**src/pkg/dul_pkg.sv**
```systemverilog
// package: register map, field layout and types for the converter update latch block
package dul_pkg;

  localparam int          ADDR_W        = 8;
  localparam int          DATA_W        = 32;
  localparam int          CHAN_N        = 2;
  localparam int          WORD_W        = 12;
  localparam int          BYTE_W        = 8;

  // register map: channel n at n * CHAN_STRIDE
  localparam logic [7:0]  CHAN_STRIDE   = 8'h10;
  localparam logic [3:0]  OFF_CTRL      = 4'h0;
  localparam logic [3:0]  OFF_DATA_LOW  = 4'h4;
  localparam logic [3:0]  OFF_DATA_HIGH = 4'h8;
  localparam logic [3:0]  OFF_LATCHED   = 4'hC;
  localparam logic [2:0]  MAP_TOP_BITS  = 3'h0;

  // control register fields
  localparam int          CTRL_FMT_LSB  = 0;
  localparam int          CTRL_FMT_W    = 3;
  localparam int          CTRL_MODE_LSB = 3;
  localparam int          CTRL_MODE_W   = 2;
  localparam int          CTRL_W        = CTRL_MODE_W + CTRL_FMT_W;

  // update trigger select codes
  localparam logic [1:0]  MODE_IMMEDIATE = 2'h0;
  localparam logic [1:0]  MODE_TIMER3    = 2'h1;
  localparam logic [1:0]  MODE_TIMER4    = 2'h2;
  localparam logic [1:0]  MODE_TIMER2    = 2'h3;

  // data format select codes; 3'h5..3'h7 fall back to left justified
  localparam logic [2:0]  FMT_SHIFT0    = 3'h0;
  localparam logic [2:0]  FMT_SHIFT1    = 3'h1;
  localparam logic [2:0]  FMT_SHIFT2    = 3'h2;
  localparam logic [2:0]  FMT_SHIFT3    = 3'h3;
  localparam logic [2:0]  FMT_LEFT      = 3'h4;

  // reset values
  localparam logic [4:0]  CTRL_RESET    = 5'h00;
  localparam logic [7:0]  DATA_RESET    = 8'h00;
  localparam logic [11:0] WORD_RESET    = 12'h000;

  // bus responses
  localparam logic [1:0]  RESP_OKAY     = 2'h0;
  localparam logic [1:0]  RESP_SLVERR   = 2'h2;

  typedef struct packed {
    logic [CTRL_MODE_W-1:0] mode;
    logic [CTRL_FMT_W-1:0]  fmt;
  } dul_ctrl_t;

  typedef struct packed {
    logic [BYTE_W-1:0] high;
    logic [BYTE_W-1:0] low;
  } dul_data_t;

endpackage : dul_pkg

```
**src/hw/dul_channel.sv**
```systemverilog
// converter channel: data justification and input latch transfer
`timescale 1ns/1ps
module dul_channel (
  input  wire logic               i_sys_clk,
  input  wire logic               i_rst_n,
  input  wire dul_pkg::dul_ctrl_t i_ctrl,
  input  wire dul_pkg::dul_data_t i_data,
  input  wire logic               i_high_wr,
  input  wire logic               i_tmr2_ovf,
  input  wire logic               i_tmr3_ovf,
  input  wire logic               i_tmr4_ovf,
  output logic [11:0]             o_word
);

  logic        imm_pend_reg;
  logic [11:0] word_reg;
  wire  [11:0] w_shift0;
  wire  [11:0] w_shift1;
  wire  [11:0] w_shift2;
  wire  [11:0] w_shift3;
  wire  [11:0] w_left;
  wire  [11:0] fmt_word;
  wire         is_imm;
  wire         tmr_hit;
  wire         latch_now;

  ////////////////////////////////////////////////////////////////////////////////
  // justification of the 12-bit word inside the high:low pair
  assign w_shift0 = {i_data.high[3:0], i_data.low};
  assign w_shift1 = {i_data.high[4:0], i_data.low[7:1]};
  assign w_shift2 = {i_data.high[5:0], i_data.low[7:2]};
  assign w_shift3 = {i_data.high[6:0], i_data.low[7:3]};
  assign w_left   = {i_data.high, i_data.low[7:4]};
  // reserved codes behave as left justified so no code leaves the output undefined
  assign fmt_word = (i_ctrl.fmt == dul_pkg::FMT_SHIFT0) ? w_shift0 :
                    (i_ctrl.fmt == dul_pkg::FMT_SHIFT1) ? w_shift1 :
                    (i_ctrl.fmt == dul_pkg::FMT_SHIFT2) ? w_shift2 :
                    (i_ctrl.fmt == dul_pkg::FMT_SHIFT3) ? w_shift3 : w_left;

  ////////////////////////////////////////////////////////////////////////////////
  // trigger selection
  assign is_imm    = (i_ctrl.mode == dul_pkg::MODE_IMMEDIATE);
  assign tmr_hit   = ((i_ctrl.mode == dul_pkg::MODE_TIMER3) & i_tmr3_ovf) |
                     ((i_ctrl.mode == dul_pkg::MODE_TIMER4) & i_tmr4_ovf) |
                     ((i_ctrl.mode == dul_pkg::MODE_TIMER2) & i_tmr2_ovf);
  assign latch_now = imm_pend_reg | tmr_hit;

  // pending flag lets the high byte settle in its register before the copy
  always_ff @(posedge i_sys_clk or negedge i_rst_n) begin
    if (!i_rst_n) begin
      imm_pend_reg <= 1'b0;
    end else begin
      imm_pend_reg <= i_high_wr & is_imm;
    end
  end

  always_ff @(posedge i_sys_clk or negedge i_rst_n) begin
    if (!i_rst_n) begin
      word_reg <= dul_pkg::WORD_RESET;
    end else if (latch_now) begin
      word_reg <= fmt_word;
    end
  end

  assign o_word = word_reg;
endmodule : dul_channel

```
**src/hw/dul_dac_latch.sv**
```systemverilog
// top: AXI4-Lite register file and two converter update latch channels
//
// Chosen here: the register offsets and the AXI4-Lite slave port.
`timescale 1ns/1ps
module dul_dac_latch (
  input  wire logic        i_sys_clk,
  input  wire logic        i_rst_n,
  // AXI4-Lite write address
  input  wire logic [7:0]  i_awaddr,
  input  wire logic [2:0]  i_awprot,
  input  wire logic        i_awvalid,
  output logic             o_awready,
  // write data
  input  wire logic [31:0] i_wdata,
  input  wire logic [3:0]  i_wstrb,
  input  wire logic        i_wvalid,
  output logic             o_wready,
  // write response
  output logic [1:0]       o_bresp,
  output logic             o_bvalid,
  input  wire logic        i_bready,
  // read address
  input  wire logic [7:0]  i_araddr,
  input  wire logic [2:0]  i_arprot,
  input  wire logic        i_arvalid,
  output logic             o_arready,
  // read data
  output logic [31:0]      o_rdata,
  output logic [1:0]       o_rresp,
  output logic             o_rvalid,
  input  wire logic        i_rready,
  // timer overflow pulses
  input  wire logic        i_tmr2_ovf,
  input  wire logic        i_tmr3_ovf,
  input  wire logic        i_tmr4_ovf,
  // converter input latches
  output logic [11:0]      o_first_word,
  output logic [11:0]      o_second_word
);

  localparam int NCH = dul_pkg::CHAN_N;

  logic               aw_held_reg;
  logic [7:0]         awaddr_reg;
  logic               w_held_reg;
  logic [31:0]        wdata_reg;
  logic [3:0]         wstrb_reg;
  logic               bvalid_reg;
  logic [1:0]         bresp_reg;
  logic               rvalid_reg;
  logic [1:0]         rresp_reg;
  logic [31:0]        rdata_reg;
  dul_pkg::dul_ctrl_t ctrl_reg [NCH];
  dul_pkg::dul_data_t data_reg [NCH];
  logic [11:0]        word     [NCH];

  wire                aw_take;
  wire                w_take;
  wire                wr_fire;
  wire                ar_take;
  wire                wr_map_ok;
  wire                rd_map_ok;
  wire                wr_ch;
  wire                rd_ch;
  wire  [3:0]         wr_off;
  wire  [3:0]         rd_off;
  wire                wr_lane0;
  wire  [NCH-1:0]     ctrl_wr;
  wire  [NCH-1:0]     low_wr;
  wire  [NCH-1:0]     high_wr;
  wire  [31:0]        rd_mux;

  ////////////////////////////////////////////////////////////////////////////////
  // write channel: address and data may arrive in either order
  assign o_awready = !aw_held_reg && !bvalid_reg;
  assign o_wready  = !w_held_reg && !bvalid_reg;
  assign aw_take   = i_awvalid && o_awready;
  assign w_take    = i_wvalid && o_wready;
  assign wr_fire   = aw_held_reg && w_held_reg && !bvalid_reg;

  always_ff @(posedge i_sys_clk or negedge i_rst_n) begin
    if (!i_rst_n) begin
      aw_held_reg <= 1'b0;
      awaddr_reg  <= 8'h00;
    end else if (aw_take) begin
      aw_held_reg <= 1'b1;
      awaddr_reg  <= i_awaddr;
    end else if (wr_fire) begin
      aw_held_reg <= 1'b0;
    end
  end

  always_ff @(posedge i_sys_clk or negedge i_rst_n) begin
    if (!i_rst_n) begin
      w_held_reg <= 1'b0;
      wdata_reg  <= 32'h0000_0000;
      wstrb_reg  <= 4'h0;
    end else if (w_take) begin
      w_held_reg <= 1'b1;
      wdata_reg  <= i_wdata;
      wstrb_reg  <= i_wstrb;
    end else if (wr_fire) begin
      w_held_reg <= 1'b0;
    end
  end

  always_ff @(posedge i_sys_clk or negedge i_rst_n) begin
    if (!i_rst_n) begin
      bvalid_reg <= 1'b0;
      bresp_reg  <= dul_pkg::RESP_OKAY;
    end else if (wr_fire) begin
      bvalid_reg <= 1'b1;
      bresp_reg  <= wr_map_ok ? dul_pkg::RESP_OKAY : dul_pkg::RESP_SLVERR;
    end else if (i_bready) begin
      bvalid_reg <= 1'b0;
    end
  end

  assign o_bvalid = bvalid_reg;
  assign o_bresp  = bresp_reg;

  ////////////////////////////////////////////////////////////////////////////////
  // address decode: bit 4 picks the channel, bits 3:0 the register
  assign wr_map_ok = (awaddr_reg[7:5] == dul_pkg::MAP_TOP_BITS) && (awaddr_reg[1:0] == 2'h0);
  assign rd_map_ok = (i_araddr[7:5] == dul_pkg::MAP_TOP_BITS) && (i_araddr[1:0] == 2'h0);
  assign wr_ch     = awaddr_reg[4];
  assign rd_ch     = i_araddr[4];
  assign wr_off    = awaddr_reg[3:0];
  assign rd_off    = i_araddr[3:0];
  // registers are one byte wide, so only lane 0 carries them
  assign wr_lane0  = wr_fire && wr_map_ok && wstrb_reg[0];

  genvar g;
  generate
    for (g = 0; g < NCH; g++) begin : g_ch
      assign ctrl_wr[g] = wr_lane0 && (wr_ch == 1'(g)) && (wr_off == dul_pkg::OFF_CTRL);
      assign low_wr[g]  = wr_lane0 && (wr_ch == 1'(g)) && (wr_off == dul_pkg::OFF_DATA_LOW);
      assign high_wr[g] = wr_lane0 && (wr_ch == 1'(g)) && (wr_off == dul_pkg::OFF_DATA_HIGH);

      always_ff @(posedge i_sys_clk or negedge i_rst_n) begin
        if (!i_rst_n) begin
          ctrl_reg[g] <= dul_pkg::CTRL_RESET;
        end else if (ctrl_wr[g]) begin
          ctrl_reg[g] <= wdata_reg[dul_pkg::CTRL_W-1:0];
        end
      end

      // both bytes are only stored here; the channel decides when to copy
      always_ff @(posedge i_sys_clk or negedge i_rst_n) begin
        if (!i_rst_n) begin
          data_reg[g] <= {dul_pkg::DATA_RESET, dul_pkg::DATA_RESET};
        end else begin
          if (low_wr[g]) begin
            data_reg[g].low <= wdata_reg[7:0];
          end
          if (high_wr[g]) begin
            data_reg[g].high <= wdata_reg[7:0];
          end
        end
      end

      dul_channel u_chan (
        .i_sys_clk  (i_sys_clk),
        .i_rst_n    (i_rst_n),
        .i_ctrl     (ctrl_reg[g]),
        .i_data     (data_reg[g]),
        .i_high_wr  (high_wr[g]),
        .i_tmr2_ovf (i_tmr2_ovf),
        .i_tmr3_ovf (i_tmr3_ovf),
        .i_tmr4_ovf (i_tmr4_ovf),
        .o_word     (word[g])
      );
    end
  endgenerate

  assign o_first_word  = word[0];
  assign o_second_word = word[1];

  ////////////////////////////////////////////////////////////////////////////////
  // read channel: one read under way at a time
  assign o_arready = !rvalid_reg;
  assign ar_take   = i_arvalid && o_arready;
  assign rd_mux    = !rd_map_ok                        ? 32'h0000_0000 :
                     (rd_off == dul_pkg::OFF_CTRL)      ? {27'h0000000, ctrl_reg[rd_ch]} :
                     (rd_off == dul_pkg::OFF_DATA_LOW)  ? {24'h000000, data_reg[rd_ch].low} :
                     (rd_off == dul_pkg::OFF_DATA_HIGH) ? {24'h000000, data_reg[rd_ch].high} :
                                                          {20'h00000, word[rd_ch]};

  always_ff @(posedge i_sys_clk or negedge i_rst_n) begin
    if (!i_rst_n) begin
      rvalid_reg <= 1'b0;
      rresp_reg  <= dul_pkg::RESP_OKAY;
      rdata_reg  <= 32'h0000_0000;
    end else if (ar_take) begin
      rvalid_reg <= 1'b1;
      rresp_reg  <= rd_map_ok ? dul_pkg::RESP_OKAY : dul_pkg::RESP_SLVERR;
      rdata_reg  <= rd_mux;
    end else if (i_rready) begin
      rvalid_reg <= 1'b0;
    end
  end

  assign o_rvalid = rvalid_reg;
  assign o_rresp  = rresp_reg;
  assign o_rdata  = rdata_reg;
endmodule : dul_dac_latch

```
**config.mk**
```make
export PLATFORM = sky130hd
export DESIGN_NAME = dul_dac_latch
export DESIGN_NICKNAME = d
export VERILOG_FILES = /design/src/pkg/dul_pkg.sv /design/src/hw/dul_channel.sv /design/src/hw/dul_dac_latch.sv
export SDC_FILE = /design/constraint.sdc
export NUM_CORES = 1
export LEC_CHECK = 0
export ABC_AREA = 1
export BUFFER_PORTS_ARGS = -buffer_cell sky130_fd_sc_hd__buf_4
export CAP_MARGIN = 5
export CORE_AREA = 2 2 132 96
export CTS_CLUSTER_DIAMETER = 120
export DETAILED_ROUTE_END_ITERATION = 12
export DIE_AREA = 0 0 134 98
export GPL_TIMING_DRIVEN = 1
export PLACE_DENSITY = 0.82
export SYNTH_ARGS = -nofsm -noshare
export SYNTH_HDL_FRONTEND = slang
export SYNTH_HIERARCHICAL = 1
export SYNTH_SLANG_ARGS = --single-unit
```
**constraint.sdc**
```tcl
create_clock -name i_sys_clk -period 2.7 [get_ports i_sys_clk]
set_input_delay 0.405 -clock i_sys_clk [delete_from_list [all_inputs] [get_ports i_sys_clk]]
set_output_delay 0.405 -clock i_sys_clk [all_outputs]
set_load 0.02 [all_outputs]
```
* Word-level counts from Yosys, hierarchy flattened
Cells that the tools add are included.
Storage, ports and cells: bits in registers 125, input port bits 68, output and inout bits 65, logic and storage cells 122
Operators by class: magnitude comparators 1, equal/unequal tests 16, muxes and demuxes 30, bitwise gates (word level) 16, reduce and logical (&&, ||, !) cells 37
Operator list (count):
- 12-bit 2-to-1 mux | 15
- 16-bit 2-to-1 mux | 3
- 1-bit logical AND | 19
- 5-bit 2-to-1 mux | 3
- 3-bit by 2-bit equality test with 1-bit output, second input constant | 4
- 3-bit logical NOT | 4
- 1-bit bitwise AND | 8
- 2-bit equality test, second input constant | 4
- 4-bit by 3-bit equality test with 1-bit output, second input constant | 2
- 4-bit equality test, second input constant | 2
- 2-bit logical NOT | 4
- 4-bit logical NOT | 2
- 2-bit nonzero test | 4
- 1-bit 2-to-1 mux | 7
- 3-bit by 1-bit equality test with 1-bit output, second input constant | 2
- 1-bit OR | 6
- 2-bit by 1-bit equality test with 1-bit output, second input constant | 2
- 1-bit logical NOT | 4
- 2-bit 2-to-1 mux | 2
- 2-bit >= comparator, second input constant | 1
- 1-bit inverter with 2-bit output | 1
- 1-bit inverter | 1

* Depth between registers and ports, before layout
Gate-level depths: netlist (run 1).
depth after elaboration 8, mapped depth 10, gate-level depth less buffers 8

* Modules after synthesis
Netlist (run 1), hierarchy kept.
Modules (own cells, without submodules):
- dul_dac_latch | times used 1, cells each 493, area an instance 4046.4 µm², seq. area each 1926.8 µm²
- dul_channel | times used 2, cells each 196, area an instance 1171.1 µm², seq. area each 325.3 µm²

* Worst setup path after synthesis (run 1)
No wires, ideal clock.
kind register -> register, from register bvalid_reg (netlist: o_bvalid), to register wdata_reg[0], data arrival time 1.383 ns, required time 2.575 ns, path slack 1.193 ns, stages on the path, launching flop included 5, cells stage by stage dfrtp_1 -> nor2_1 -> nand2_1 -> buf_2 -> mux2_2
On the way: cells in the longest elaborated chain, start to end 3
Ends and longest elaborated chain:
- start, declared | line dul_dac_latch.sv:48 | logic bvalid_reg;
- start signal, assigned | line dul_dac_latch.sv:109 | bvalid_reg <= 1'b0;
- start signal, assigned | line dul_dac_latch.sv:112 | bvalid_reg <= 1'b1;
- start signal, assigned | line dul_dac_latch.sv:115 | bvalid_reg <= 1'b0;
- 1-bit logical NOT | line dul_dac_latch.sv:76 | assign o_wready = !w_held_reg && !bvalid_reg;
- 1-bit logical AND | line dul_dac_latch.sv:76
- net o_wready | line dul_dac_latch.sv:17 | output logic o_wready,
- 1-bit logical AND | line dul_dac_latch.sv:78 | assign w_take = i_wvalid && o_wready;
- end signal, assigned | line dul_dac_latch.sv:100 | wdata_reg <= i_wdata;
- end, declared | line dul_dac_latch.sv:46 | logic [31:0] wdata_reg;
The timed path passes the listed nets, and every way through them passes these cells. A chain may end at the register's enable or synchronous reset.

* Final worst setup path (run 1)
from register ctrl_reg[0] (netlist bit), to register g_ch[1].u_chan.word_reg[3]
On the way: cells in the longest elaborated chain, start to end 5
Ends and longest elaborated chain:
- start, declared | line dul_dac_latch.sv:53 | dul_pkg::dul_ctrl_t ctrl_reg [NCH];
- start signal, assigned by index | line dul_dac_latch.sv:142 | ctrl_reg[g] <= dul_pkg::CTRL_RESET;
- start signal, assigned by index | line dul_dac_latch.sv:144 | ctrl_reg[g] <= wdata_reg[dul_pkg::CTRL_W-1:0];
- 3-bit by 2-bit equality test with 1-bit output | line dul_channel.sv:38 | (i_ctrl.fmt == dul_pkg::FMT_SHIFT3) ? w_shift3 : w_left;
- 12-bit 2-to-1 mux | line dul_channel.sv:38
- 12-bit 2-to-1 mux | line dul_channel.sv:37 | (i_ctrl.fmt == dul_pkg::FMT_SHIFT2) ? w_shift2 :
- 12-bit 2-to-1 mux | line dul_channel.sv:36 | (i_ctrl.fmt == dul_pkg::FMT_SHIFT1) ? w_shift1 :
- 12-bit 2-to-1 mux (*) | line dul_channel.sv:35 | assign fmt_word = (i_ctrl.fmt == dul_pkg::FMT_SHIFT0) ? w_shift0 :
- end signal, assigned | line dul_channel.sv:59 | word_reg <= dul_pkg::WORD_RESET;
- end signal, assigned | line dul_channel.sv:61 | word_reg <= fmt_word;
- end, declared | line dul_channel.sv:16 | logic [11:0] word_reg;
Every way passes the cells marked *; elsewhere a longest branch is shown, timed or not.

==> results of run 1 <==
[cells by family (layout without fill, tap and decap cells)]
logic type | count (synthesis) | after routing | synth area share [%]
other | 1 | 22 | 0.0587
buffers and inverters | 99 | 130 | 9.73
AND/OR/NAND/NOR | 624 | 624 | 43.0
flip-flops | 103 | 103 | 40.3
multiplexers | 16 | 16 | 2.74
AO/OA/AOI/OAI | 42 | 42 | 4.07
[metrics by stage]
step	instances	area [µm²]	hold WS [ns]
after CTS	1099	7100	0.0655
after detailed placement	1083	6820	0.437
after global routing	1099	7100	0.0883
after global placement	1083	6820	0.436
final	1099	7100	0.0422
after floorplan	906	6470	0.109
[cell type report]
cell class	count	area, µm²	area share (%)
clock buffer	9	225	3.17
clock inverter	7	55.1	0.775
inverter	26	97.6	1.37
multi-input combinational	704	3270	46.0
sequential	103	2580	36.3
tap	162	203	2.86
timing repair buffer	88	673	9.48
[path summary, 6_finish.rpt]
| path | from | endpoint | slack (ns) | cells past startpoint |
|---|---|---|---|---|
| worst max-delay path | ctrl_reg[0] | g_ch[1].u_chan/o_word[3] | 0.72 | 6 |
| worst max register to register | ctrl_reg[0] | g_ch[1].u_chan/o_word[3] | 0.72 | 6 |
| min in group i_sys_clk | i_rready | o_rvalid | 0.23 | 2 |
| worst min register to register | o_rdata[7] | o_rdata[7] | 0.49 | 2 |
| worst min-delay path | i_rst_n | o_bvalid | 0.04 | 1 |
| max in group asynchronous | i_rst_n | g_ch[0].u_chan/o_word[11] | 1.92 | 2 |
[metal layers]
layer  up-vias  GRT usage (%)  routed length (µm)
li1       2948              -                   -
met1      2941           38.8                7610
met2       345           41.5                7910
met3        43           6.65                1750
met4         0           8.02                 355
met5         -              0                   0
[cells in the mapped netlist (all sizes together)]
cell type	count	area [µm²]
a21oi	8	40.0
mux2i	4	40.0
nor3	1	16.3
or2	1	6.26
dfrtp	103	2580
o21ai	14	70.1
nor3b	2	15.0
mux2	12	135
nand2	352	1330
nand3	36	198
conb	1	3.75
buf	68	465
nor2	136	563
nand4	96	626
clkinv	1	3.75
o21bai	20	150
clkbuf	5	58.8
inv	25	93.8
[critical path, stage by stage, from the launching register on]
cell     delay [ns]
dfrtp_1        0.69
inv_2          0.24
nand2_1        0.61
nor2_1         0.11
nor2_1         0.14
nand2_1        0.07
nand2_1        0.06
[power breakdown]
part / total, µW / switching (µW) / internal [µW]
registers: 2000 / 283 / 1710
logic: 859 / 555 / 304
clock network: 1270 / 628 / 638
==> metrics.md, run 1 <==
| Metric | Value |
|---|---|
| Initial Utilization | a little over half |
| Worst-path clk slew | ~0.07 ns |
| H-Tree Depth | 3 |
| Avg WL per Cell | approximately 16 µm |
| Port Buffers | 77 |
| TritonCTS clock tree | built |
| Total power | 4120 µW |
| Synth Register Bits | approximately 100 |
| Clock skew | approximately 0.0068 ns |
| Most frequent cells in the layout | nand2_1 (350), nor2_1 (125), dfrtp_1 (103), nand4_1 (92), buf_4 (87) |
| Commonest non-fill, non-tap cell in the layout | nand2_1 |
| Ratio of cells with drive above 1 in the final layout | 15.4% |
| Post-CTS Resized | 0 |
| CP max FO | 24 |
| Fin util | between 50% and 60% |
| Clk Latency, worst-skew pair | roughly 0.35 ns |
| Initial DRC count | 761 |
| Unique masters post-synth | 29 |
| CP required | between 2 and 3 ns |
| Setup CP Type | flip-flop to flip-flop |
| Outcome | finished clean |
| Post-CTS setup buffers | 0 |
| Final nets | 1,000 |
| Drt drc | 0 |
| Synthesized cell area | around 6400 µm² |
| Core area | approximately 12,000 µm² |
| Leakage | 0.00375 µW |
| PD cells | about 580 nW/µm² |
| Yosys warnings | 6 |
| Critical path arrival | between 2 and 2.5 ns |
| Ratio of final minimum period to clock period | between 70 and 80% |
| TritonCTS buffer count | 9 |
| Syn avg cell area | around 7.2 µm² |
| Via-to-Cell Ratio | 5.71 |
| Vias in the first global route | around 5,600 |
| # hold bufs at CTS | 0 |
| Final hold violation count | 0 |
| GRT overflow | 0 |
| First-pass GRT wire length | between 20,000 and 30,000 µm |
| Crit path time final | just under 2 ns |
| Max reg flops | 32 |
| Cell count after synthesis | slightly below 900 |
| Worst rel slew slack | approximately half |
| # diodes | 0 |
| Hold crit path type | input port to asynchronous set/reset pin |
| DP HPWL | approximately 12,000 µm |
| Final Worst Setup Slack | around 0.72 ns |
| Total number of vias | approximately 6,300 |
| Largest net degree at the start of global routing | ~60 |
| Rows | 34 |
| Total GRT Usage | 27.3% |
| Sequential share of the synthesized area | approximately two fifths |
| Final slew viol count | 0 |
| Setup violators final | 0 |
| Area Overhead vs Synth | 11.1% |
| Post-DRT Antenna Nets | 0 |
| Clk buf depth | 2 |
| First-pass DRT Iterations | 5 |
| Maximum clock rate | a little over 0.5 GHz |
| Die Wd | ~130 µm |
| Worst vdd ir | about 0.5 mV |
| Crit path capture type | flip-flop |
| Max_cap viols | 0 |
| Tightest Pin Transition | a little under 0.8 ns |
| Initial antenna violation count | 0 |
| DIE HEIGHT | 98 µm |
| Die area | between 10,000 and 15,000 µm² |
| Clock sinks | roughly 100 |
| RSZ-0062 raised after global routing | no |
| Setup TNS | 0 ns |
| Ports | 133 |
| DP Worst Slack | 0.782 ns |
| Total wire length | 17,600 µm |
| # fillers | roughly 1,100 |
| CTS root buf | clkbuf_16 |
| CP Launch Type | flip-flop |
| GP Congestion | just over 0.9 |
Note: power is estimated with default switching activity, not from simulation.
==> run 2, diff against run 1 <==
--- a/config.mk
+++ b/config.mk
@@ -8,12 +8,12 @@
 export ABC_AREA = 1
 export BUFFER_PORTS_ARGS = -buffer_cell sky130_fd_sc_hd__buf_4
 export CAP_MARGIN = 5
-export CORE_AREA = 2 2 132 96
+export CORE_AREA = 2 2 139 100
 export CTS_CLUSTER_DIAMETER = 120
 export DETAILED_ROUTE_END_ITERATION = 12
-export DIE_AREA = 0 0 134 98
+export DIE_AREA = 0 0 141 102
 export GPL_TIMING_DRIVEN = 1
-export PLACE_DENSITY = 0.82
+export PLACE_DENSITY = 0.79
 export SYNTH_ARGS = -nofsm -noshare
 export SYNTH_HDL_FRONTEND = slang
 export SYNTH_HIERARCHICAL = 1
==> constraint.sdc (replaced) <==
create_clock -name i_sys_clk -period 1.81 [get_ports i_sys_clk]
set_input_delay 0.2715 -clock i_sys_clk [delete_from_list [all_inputs] [get_ports i_sys_clk]]
set_output_delay 0.2715 -clock i_sys_clk [all_outputs]
set_load 0.02 [all_outputs]
==> run 2 against run 1 <==
  * Critical path depth stayed put
  * Fmax rose by 23%
  * Global-route usage is 1.3 points lower
  * Combinational power increased by 50%
  * Die area grew 9.5%
  * Critical endpoint is now ctrl_reg[5]
  * Largest cell class unchanged
  * Highest routed layer unchanged
==> metrics.md, run 2 (same netlist as run 1, synthesis figures left out) <==
| Metric | Value |
|---|---|
| CP cell instances | nor2_2 > nand2_1 > nor2_2 > nand4_1 > nand2_1 > nand2_1 |
| Clk buf depth | 2 (unchanged) |
| Most frequent cells in the layout | nand2_1 (349), nor2_1 (124), dfrtp_1 (103), buf_4 (98), nand4_1 (92) |
| Outcome | finished clean |
| GP Congestion | 0.929 (+1.2%) |
| Max_cap viols | 0 (unchanged) |
| # fillers | 1,212 (+8.7%) |
| RSZ-0062 raised after global routing | no |
| Initial Utilization | 49.1% (-4.3 points) |
| Port Buffers | 77 (unchanged) |
| CTS root buf | clkbuf_16 |
| Maximum clock rate | 0.622 GHz (+23%) |
| Largest stage delay on the critical path | 0.39 ns (-0.30 ns) |
| Final slew viol count | 0 (unchanged) |
| # diodes | 0 (unchanged) |
| Area after DPL | 6950 µm² (+1.9%) |
| Via-to-Cell Ratio | 5.59 (-2.1%) |
| H-Tree Depth | 3 (unchanged) |
| Post-DRT Antenna Nets | 0 (unchanged) |
| Clock sinks | 103 (unchanged) |
| PD cells | 864 nW/µm² (+49%) |
| Clock skew | 0.0127 ns (+0.00590 ns) |
| Worst vdd ir | 0.847 mV (+66%) |
| Worst-path clk slew | 0.08 ns (about the same) |
| First-pass GRT wire length | 29,500 µm (+3.1%) |
| CP required | 2.06 ns (-0.93 ns) |
| Leakage | 0.00384 µW (+2.4%) |
| Critical path arrival | 1.86 ns (-0.41 ns) |
| Total number of vias | 6,245 (-0.51%) |
| CP max FO | 6 (-75%) |
| Hold_ws | 0.0895 ns (+0.0473 ns) |
| TritonCTS clock tree | built |
| Hold crit path type | input port to flip-flop |
| GRT overflow | 0 (unchanged) |
| Final nets | 1,014 (+1.4%) |
| DP HPWL | 12,700 µm (+5.0%) |
| Max reg flops | 32 (unchanged) |
| Total GRT Usage | 26.0% (-1.3 points) |
| Final hold violation count | 0 (unchanged) |
| Setup CP Type | flip-flop to flip-flop |
| Initial DRC count | 755 (-0.79%) |
| Avg WL per Cell | 16.3 µm (+1.6%) |
| Setup violators final | 0 (unchanged) |
| Die area | 14,400 µm² (+9.5%) |
| Ratio of final minimum period to clock period | 88.8% (+15 points) |
| Clk Latency, worst-skew pair | 0.36 ns (about the same) |
| Setup TNS | 0 ns (unchanged) |
| Final Cell Area | 7270 µm² (+2.4%) |
| Core area | 13,000 µm² (+8.8%) |
| First-pass DRT Iterations | 5 (unchanged) |
| Total wire length | 18,200 µm (+3.2%) |
| Ratio of cells with drive above 1 in the final layout | 16.7% (+1.4 points) |
| Final Worst Setup Slack | 0.202 ns (-0.516 ns) |
| Initial antenna violation count | 0 (unchanged) |
| CP Launch Type | flip-flop |
| Largest net degree at the start of global routing | 43 (-30%) |
| Vias in the first global route | 5,541 (-1.5%) |
| Rows | 35 (+2.9%) |
| Crit path capture type | flip-flop |
| Ports | 133 (unchanged) |
| DP Worst Slack | 0.211 ns (-0.572 ns) |
| Fin util | 55.9% (-3.5 points) |
| TritonCTS buffer count | 9 (unchanged) |
| Die Wd | 141 µm (+5.2%) |
| Commonest non-fill, non-tap cell in the layout | nand2_1 |
| DIE HEIGHT | 102 µm (+4.1%) |
| Critical Path Most Common Cell | nand2_1 |
| Drt drc | 0 (unchanged) |
| Area Overhead vs Synth | 13.8% |
| Crit path time final | 1.61 ns (-0.374 ns) |
| Crit-path slowest cell | dfrtp_1 |
-- run 2: power breakdown --
part | internal (µW) | total, µW | switching [µW] | leakage [µW]
logic | 481 | 1290 | 814 | 0.00231
clock network | 989 | 1980 | 988 | 0.000150
registers | 2550 | 3020 | 463 | 0.00138
-- run 2: repair_timing --
item,CTS,global route
hold buffers,1,0
gates resized for setup,0,2
hold endpoints to repair,9,0
endpoints found under the setup margin,0,7
buffers inserted,0,0
-- run 2: worst max-delay path, delay by kind of cell (launching register included) --
family | cells | cell delay, ns
flops | 1 | 0.39
simple gates | 6 | 1.11
-- run 2: routing by layer --
metal  track usage [%]  vias up  routed length (µm)
met1              38.7     2931                8210
met2              39.5      301                8060
met5                 0        -                   0
li1                  -     2977                   -
met3              4.87       36                1610
met4              6.08        0                 307
-- run 2: per-stage QoR --
stage / instances / power, µW
global placement: 1100 / 4270
detailed placement: 1100 / 4310
floorplan: 906 / 3900
global route: 1117 / 6580
CTS: 1117 / 6280
finish: 1117 / 6290
-- run 2: final timing paths --
kind	endpoint	slack [ns]	startpoint	depth (start not counted)
worst max-delay path	ctrl_reg[5]	0.20	awaddr_reg[1]	6
worst min-delay path	o_bvalid	0.09	i_bready	2
worst max register to register	ctrl_reg[5]	0.20	awaddr_reg[1]	6
worst min register to register	o_rdata[3]	0.49	o_rdata[3]	2
max in group asynchronous	data_reg[29]	0.86	i_rst_n	3
min in group asynchronous	data_reg[11]	0.31	i_rst_n	2
-- run 2: final cells by class --
| type | count | area (µm²) | area share [%] |
|---|---|---|---|
| multi-input cells | 704 | 3270 | 45.0 |
| flip-flops and latches | 103 | 2580 | 35.4 |
| repair buffers | 102 | 806 | 11.1 |
| clock buffers | 9 | 225 | 3.10 |
| well taps | 166 | 208 | 2.86 |
| inverters | 26 | 97.6 | 1.34 |
| clock inverters | 7 | 86.3 | 1.19 |
==> run 3, diff against run 2 <==
--- a/config.mk
+++ b/config.mk
@@ -8,12 +8,12 @@
 export ABC_AREA = 1
 export BUFFER_PORTS_ARGS = -buffer_cell sky130_fd_sc_hd__buf_4
 export CAP_MARGIN = 5
-export CORE_AREA = 2 2 139 100
+export CORE_AREA = 10 10 147 108
 export CTS_CLUSTER_DIAMETER = 120
 export DETAILED_ROUTE_END_ITERATION = 12
-export DIE_AREA = 0 0 141 102
+export DIE_AREA = 0 0 157 118
 export GPL_TIMING_DRIVEN = 1
-export PLACE_DENSITY = 0.79
+export PLACE_DENSITY = 0.84
 export SYNTH_ARGS = -nofsm -noshare
 export SYNTH_HDL_FRONTEND = slang
 export SYNTH_HIERARCHICAL = 1
==> run 3 against run 2 <==
  * Global-route usage fell by 5.8 points
  * Critical path depth rose by 2
  * Sequential power barely moved
  * Wire length rose by 4.2%
  * Clock skew fell by 0.0030 ns
  * Clock-buffer cell count did not move
  * Largest cell class unchanged
==> metrics.md, run 3 (same netlist as run 1, synthesis figures left out) <==
| Metric | Value |
|---|---|
| DIE HEIGHT | 118 µm (+16%) |
| Crit path time final | 1.65 ns (+0.0467 ns) |
| Outcome | finished clean |
| Placed cell count | 1,099 (-0.091%) |
| Maximum clock rate | 0.604 GHz (-2.8%) |
| Final hold violation count | 0 (unchanged) |
| Clk Latency, worst-skew pair | 0.36 ns (about the same) |
| Setup CP Type | flip-flop to flip-flop |
| GP Congestion | 0.971 (+4.5%) |
| TritonCTS buffer count | 9 (unchanged) |
| R2R depth | 8 (+2) |
| CTS root buf | clkbuf_16 |
| Avg WL per Cell | 17.0 µm (+4.3%) |
| DP HPWL | 13,600 µm (+7.4%) |
| Crit path launch | ctrl_reg[7] |
| Fin util | 55.8% (-0.077 points) |
| Post-DRT Antenna Nets | 0 (unchanged) |
| Final Worst Setup Slack | 0.156 ns (-0.0467 ns) |
| First-pass GRT wire length | 30,800 µm (+4.1%) |
| Worst reg2reg path startpoint | ctrl_reg[7] |
| Crit path capture type | flip-flop |
| CP required | 2.05 ns (about the same) |
| Ports | 133 (unchanged) |
| Via-to-Cell Ratio | 5.62 (+0.47%) |
| Ratio of cells with drive above 1 in the final layout | 16.4% (-0.30 points) |
| Final slew viol count | 0 (unchanged) |
| Die Wd | 157 µm (+11%) |
| Total wire length | 19,000 µm (+4.2%) |
| CP max FO | 12 (+6) |
| Setup TNS | 0 ns (unchanged) |
| Total GRT Usage | 20.2% (-5.8 points) |
| First-pass DRT Iterations | 6 (+1) |
| Area Overhead vs Synth | 13.7% |
| RSZ-0062 raised after global routing | no |
| Area occupied by multi-input gates | 3270 µm² (-0.15%) |
| Setup violators final | 0 (unchanged) |
| Critical path arrival | 1.90 ns (+0.04 ns) |
| TritonCTS clock tree | built |
| Clock skew | 0.00968 ns (-0.00298 ns) |
| Flip-flop and latch area | 2580 µm² (unchanged) |
| Commonest non-fill, non-tap cell in the layout | nand2_1 |
| Reg2reg end | g_ch[0].u_chan/o_word[0] |
| Rows | 35 (unchanged) |
| Worst setup endpoint | g_ch[0].u_chan/o_word[0] |
| Core area | 13,000 µm² (unchanged) |
| Final nets | 1,013 (-0.099%) |
| Worst-path clk slew | 0.08 ns (about the same) |
| Ratio of final minimum period to clock period | 91.4% (+2.6 points) |
| GRT overflow | 0 (unchanged) |
| # fillers | 1,218 (+0.50%) |
| Leakage | 0.00383 µW (-0.28%) |
| DP Worst Slack | 0.241 ns (+0.0306 ns) |
| Total number of vias | 6,269 (+0.38%) |
| Finished Layout Cells | 1,116 (-0.090%) |
| Clock sinks | 103 (unchanged) |
| Drt drc | 0 (unchanged) |
| Post-CTS Resized | 0 (unchanged) |
| H-Tree Depth | 3 (unchanged) |
| Initial antenna violation count | 0 (unchanged) |
| Max reg flops | 32 (unchanged) |
| Hold path depth | 2 (unchanged) |
| Clk buf depth | 2 (unchanged) |
| Initial Utilization | 49.1% (unchanged) |
| Port Buffers | 77 (unchanged) |
| Worst vdd ir | 0.893 mV (+5.5%) |
| PD cells | 866 nW/µm² (+0.23%) |
| Most frequent cells in the layout | nand2_1 (350), nor2_1 (125), dfrtp_1 (103), buf_4 (96), nand4_1 (92) |
| Die area | 18,500 µm² (+29%) |
| # diodes | 0 (unchanged) |
| Initial DRC count | 903 (+20%) |
| Max_cap viols | 0 (unchanged) |
| Largest net degree at the start of global routing | 66 (+53%) |
| Hold_ws | 0.0896 ns (+0.000128 ns) |
| CP Launch Type | flip-flop |
| Setup slack, reg-to-reg | 0.16 ns (-0.05 ns) |
| Vias in the first global route | 5,886 (+6.2%) |
| Hold crit path type | input port to flip-flop |
-- run 3: changes by cell type in the layout (fill, tap and decap cells not counted), sizes merged --
cell,previous run,this run
buf,101,100
clkinv,6,3
inv,27,28
clkinvlp,0,2
-- run 3: critical path: stages (launching register included) --
cell     delay (ns)
dfrtp_1        0.46
inv_2          0.19
nand2_1        0.30
nand2_1        0.14
nand3_1        0.10
nand2_1        0.07
nand3_1        0.08
nand2_1        0.13
nand2_1        0.07
-- run 3: how the worst min path moves through the flow --
stage,slack (ns),end,startpoint
floorplan,-0.02,aw_held_reg,i_rst_n
global placement,0.27,g_ch[1].u_chan/o_word[3],i_rst_n
detailed placement,0.27,g_ch[1].u_chan/o_word[7],i_rst_n
CTS,0.09,o_bvalid,i_bready
global route,0.11,o_bvalid,i_bready
finish,0.09,o_bvalid,i_bready
-- run 3: final cells by class --
class	count	share of cell area, %
Multi-Input combinational cell	704	45.0
Sequential cell	103	35.5
Timing Repair Buffer	101	11.2
Clock buffer	9	3.10
Tap cell	166	2.86
Inverter	26	1.34
Clock inverter	7	1.05
-- run 3: layer usage --
layer | track usage [%] | part of all wire (%) | routed length, µm
met3 | 5.59 | 11 | 2090
met5 | 0 | 0 | 0
met1 | 28.7 | 43 | 8160
met2 | 29.7 | 45 | 8450
met4 | 4.24 | 1.3 | 244
-- run 3: report_power, final --
part / total, µW / internal (µW) / switching [µW]
Sequential: 3000 / 2550 / 449
Combinational: 1330 / 483 / 844
Clock: 1960 / 977 / 986
-- run 3: repair_timing --
item                                   4_1_cts  5_1_grt
hold buffers                                 1        0
buffers inserted                             0        0
endpoints found under the hold margin      103        0
-- run 3: stage by stage --
stage	power, µW	instance area [µm²]
after global placement	4270	6950
after detailed placement	4330	6950
after global routing	6540	7260
after CTS	6270	7260
final	6290	7260
after floorplan	3900	6470
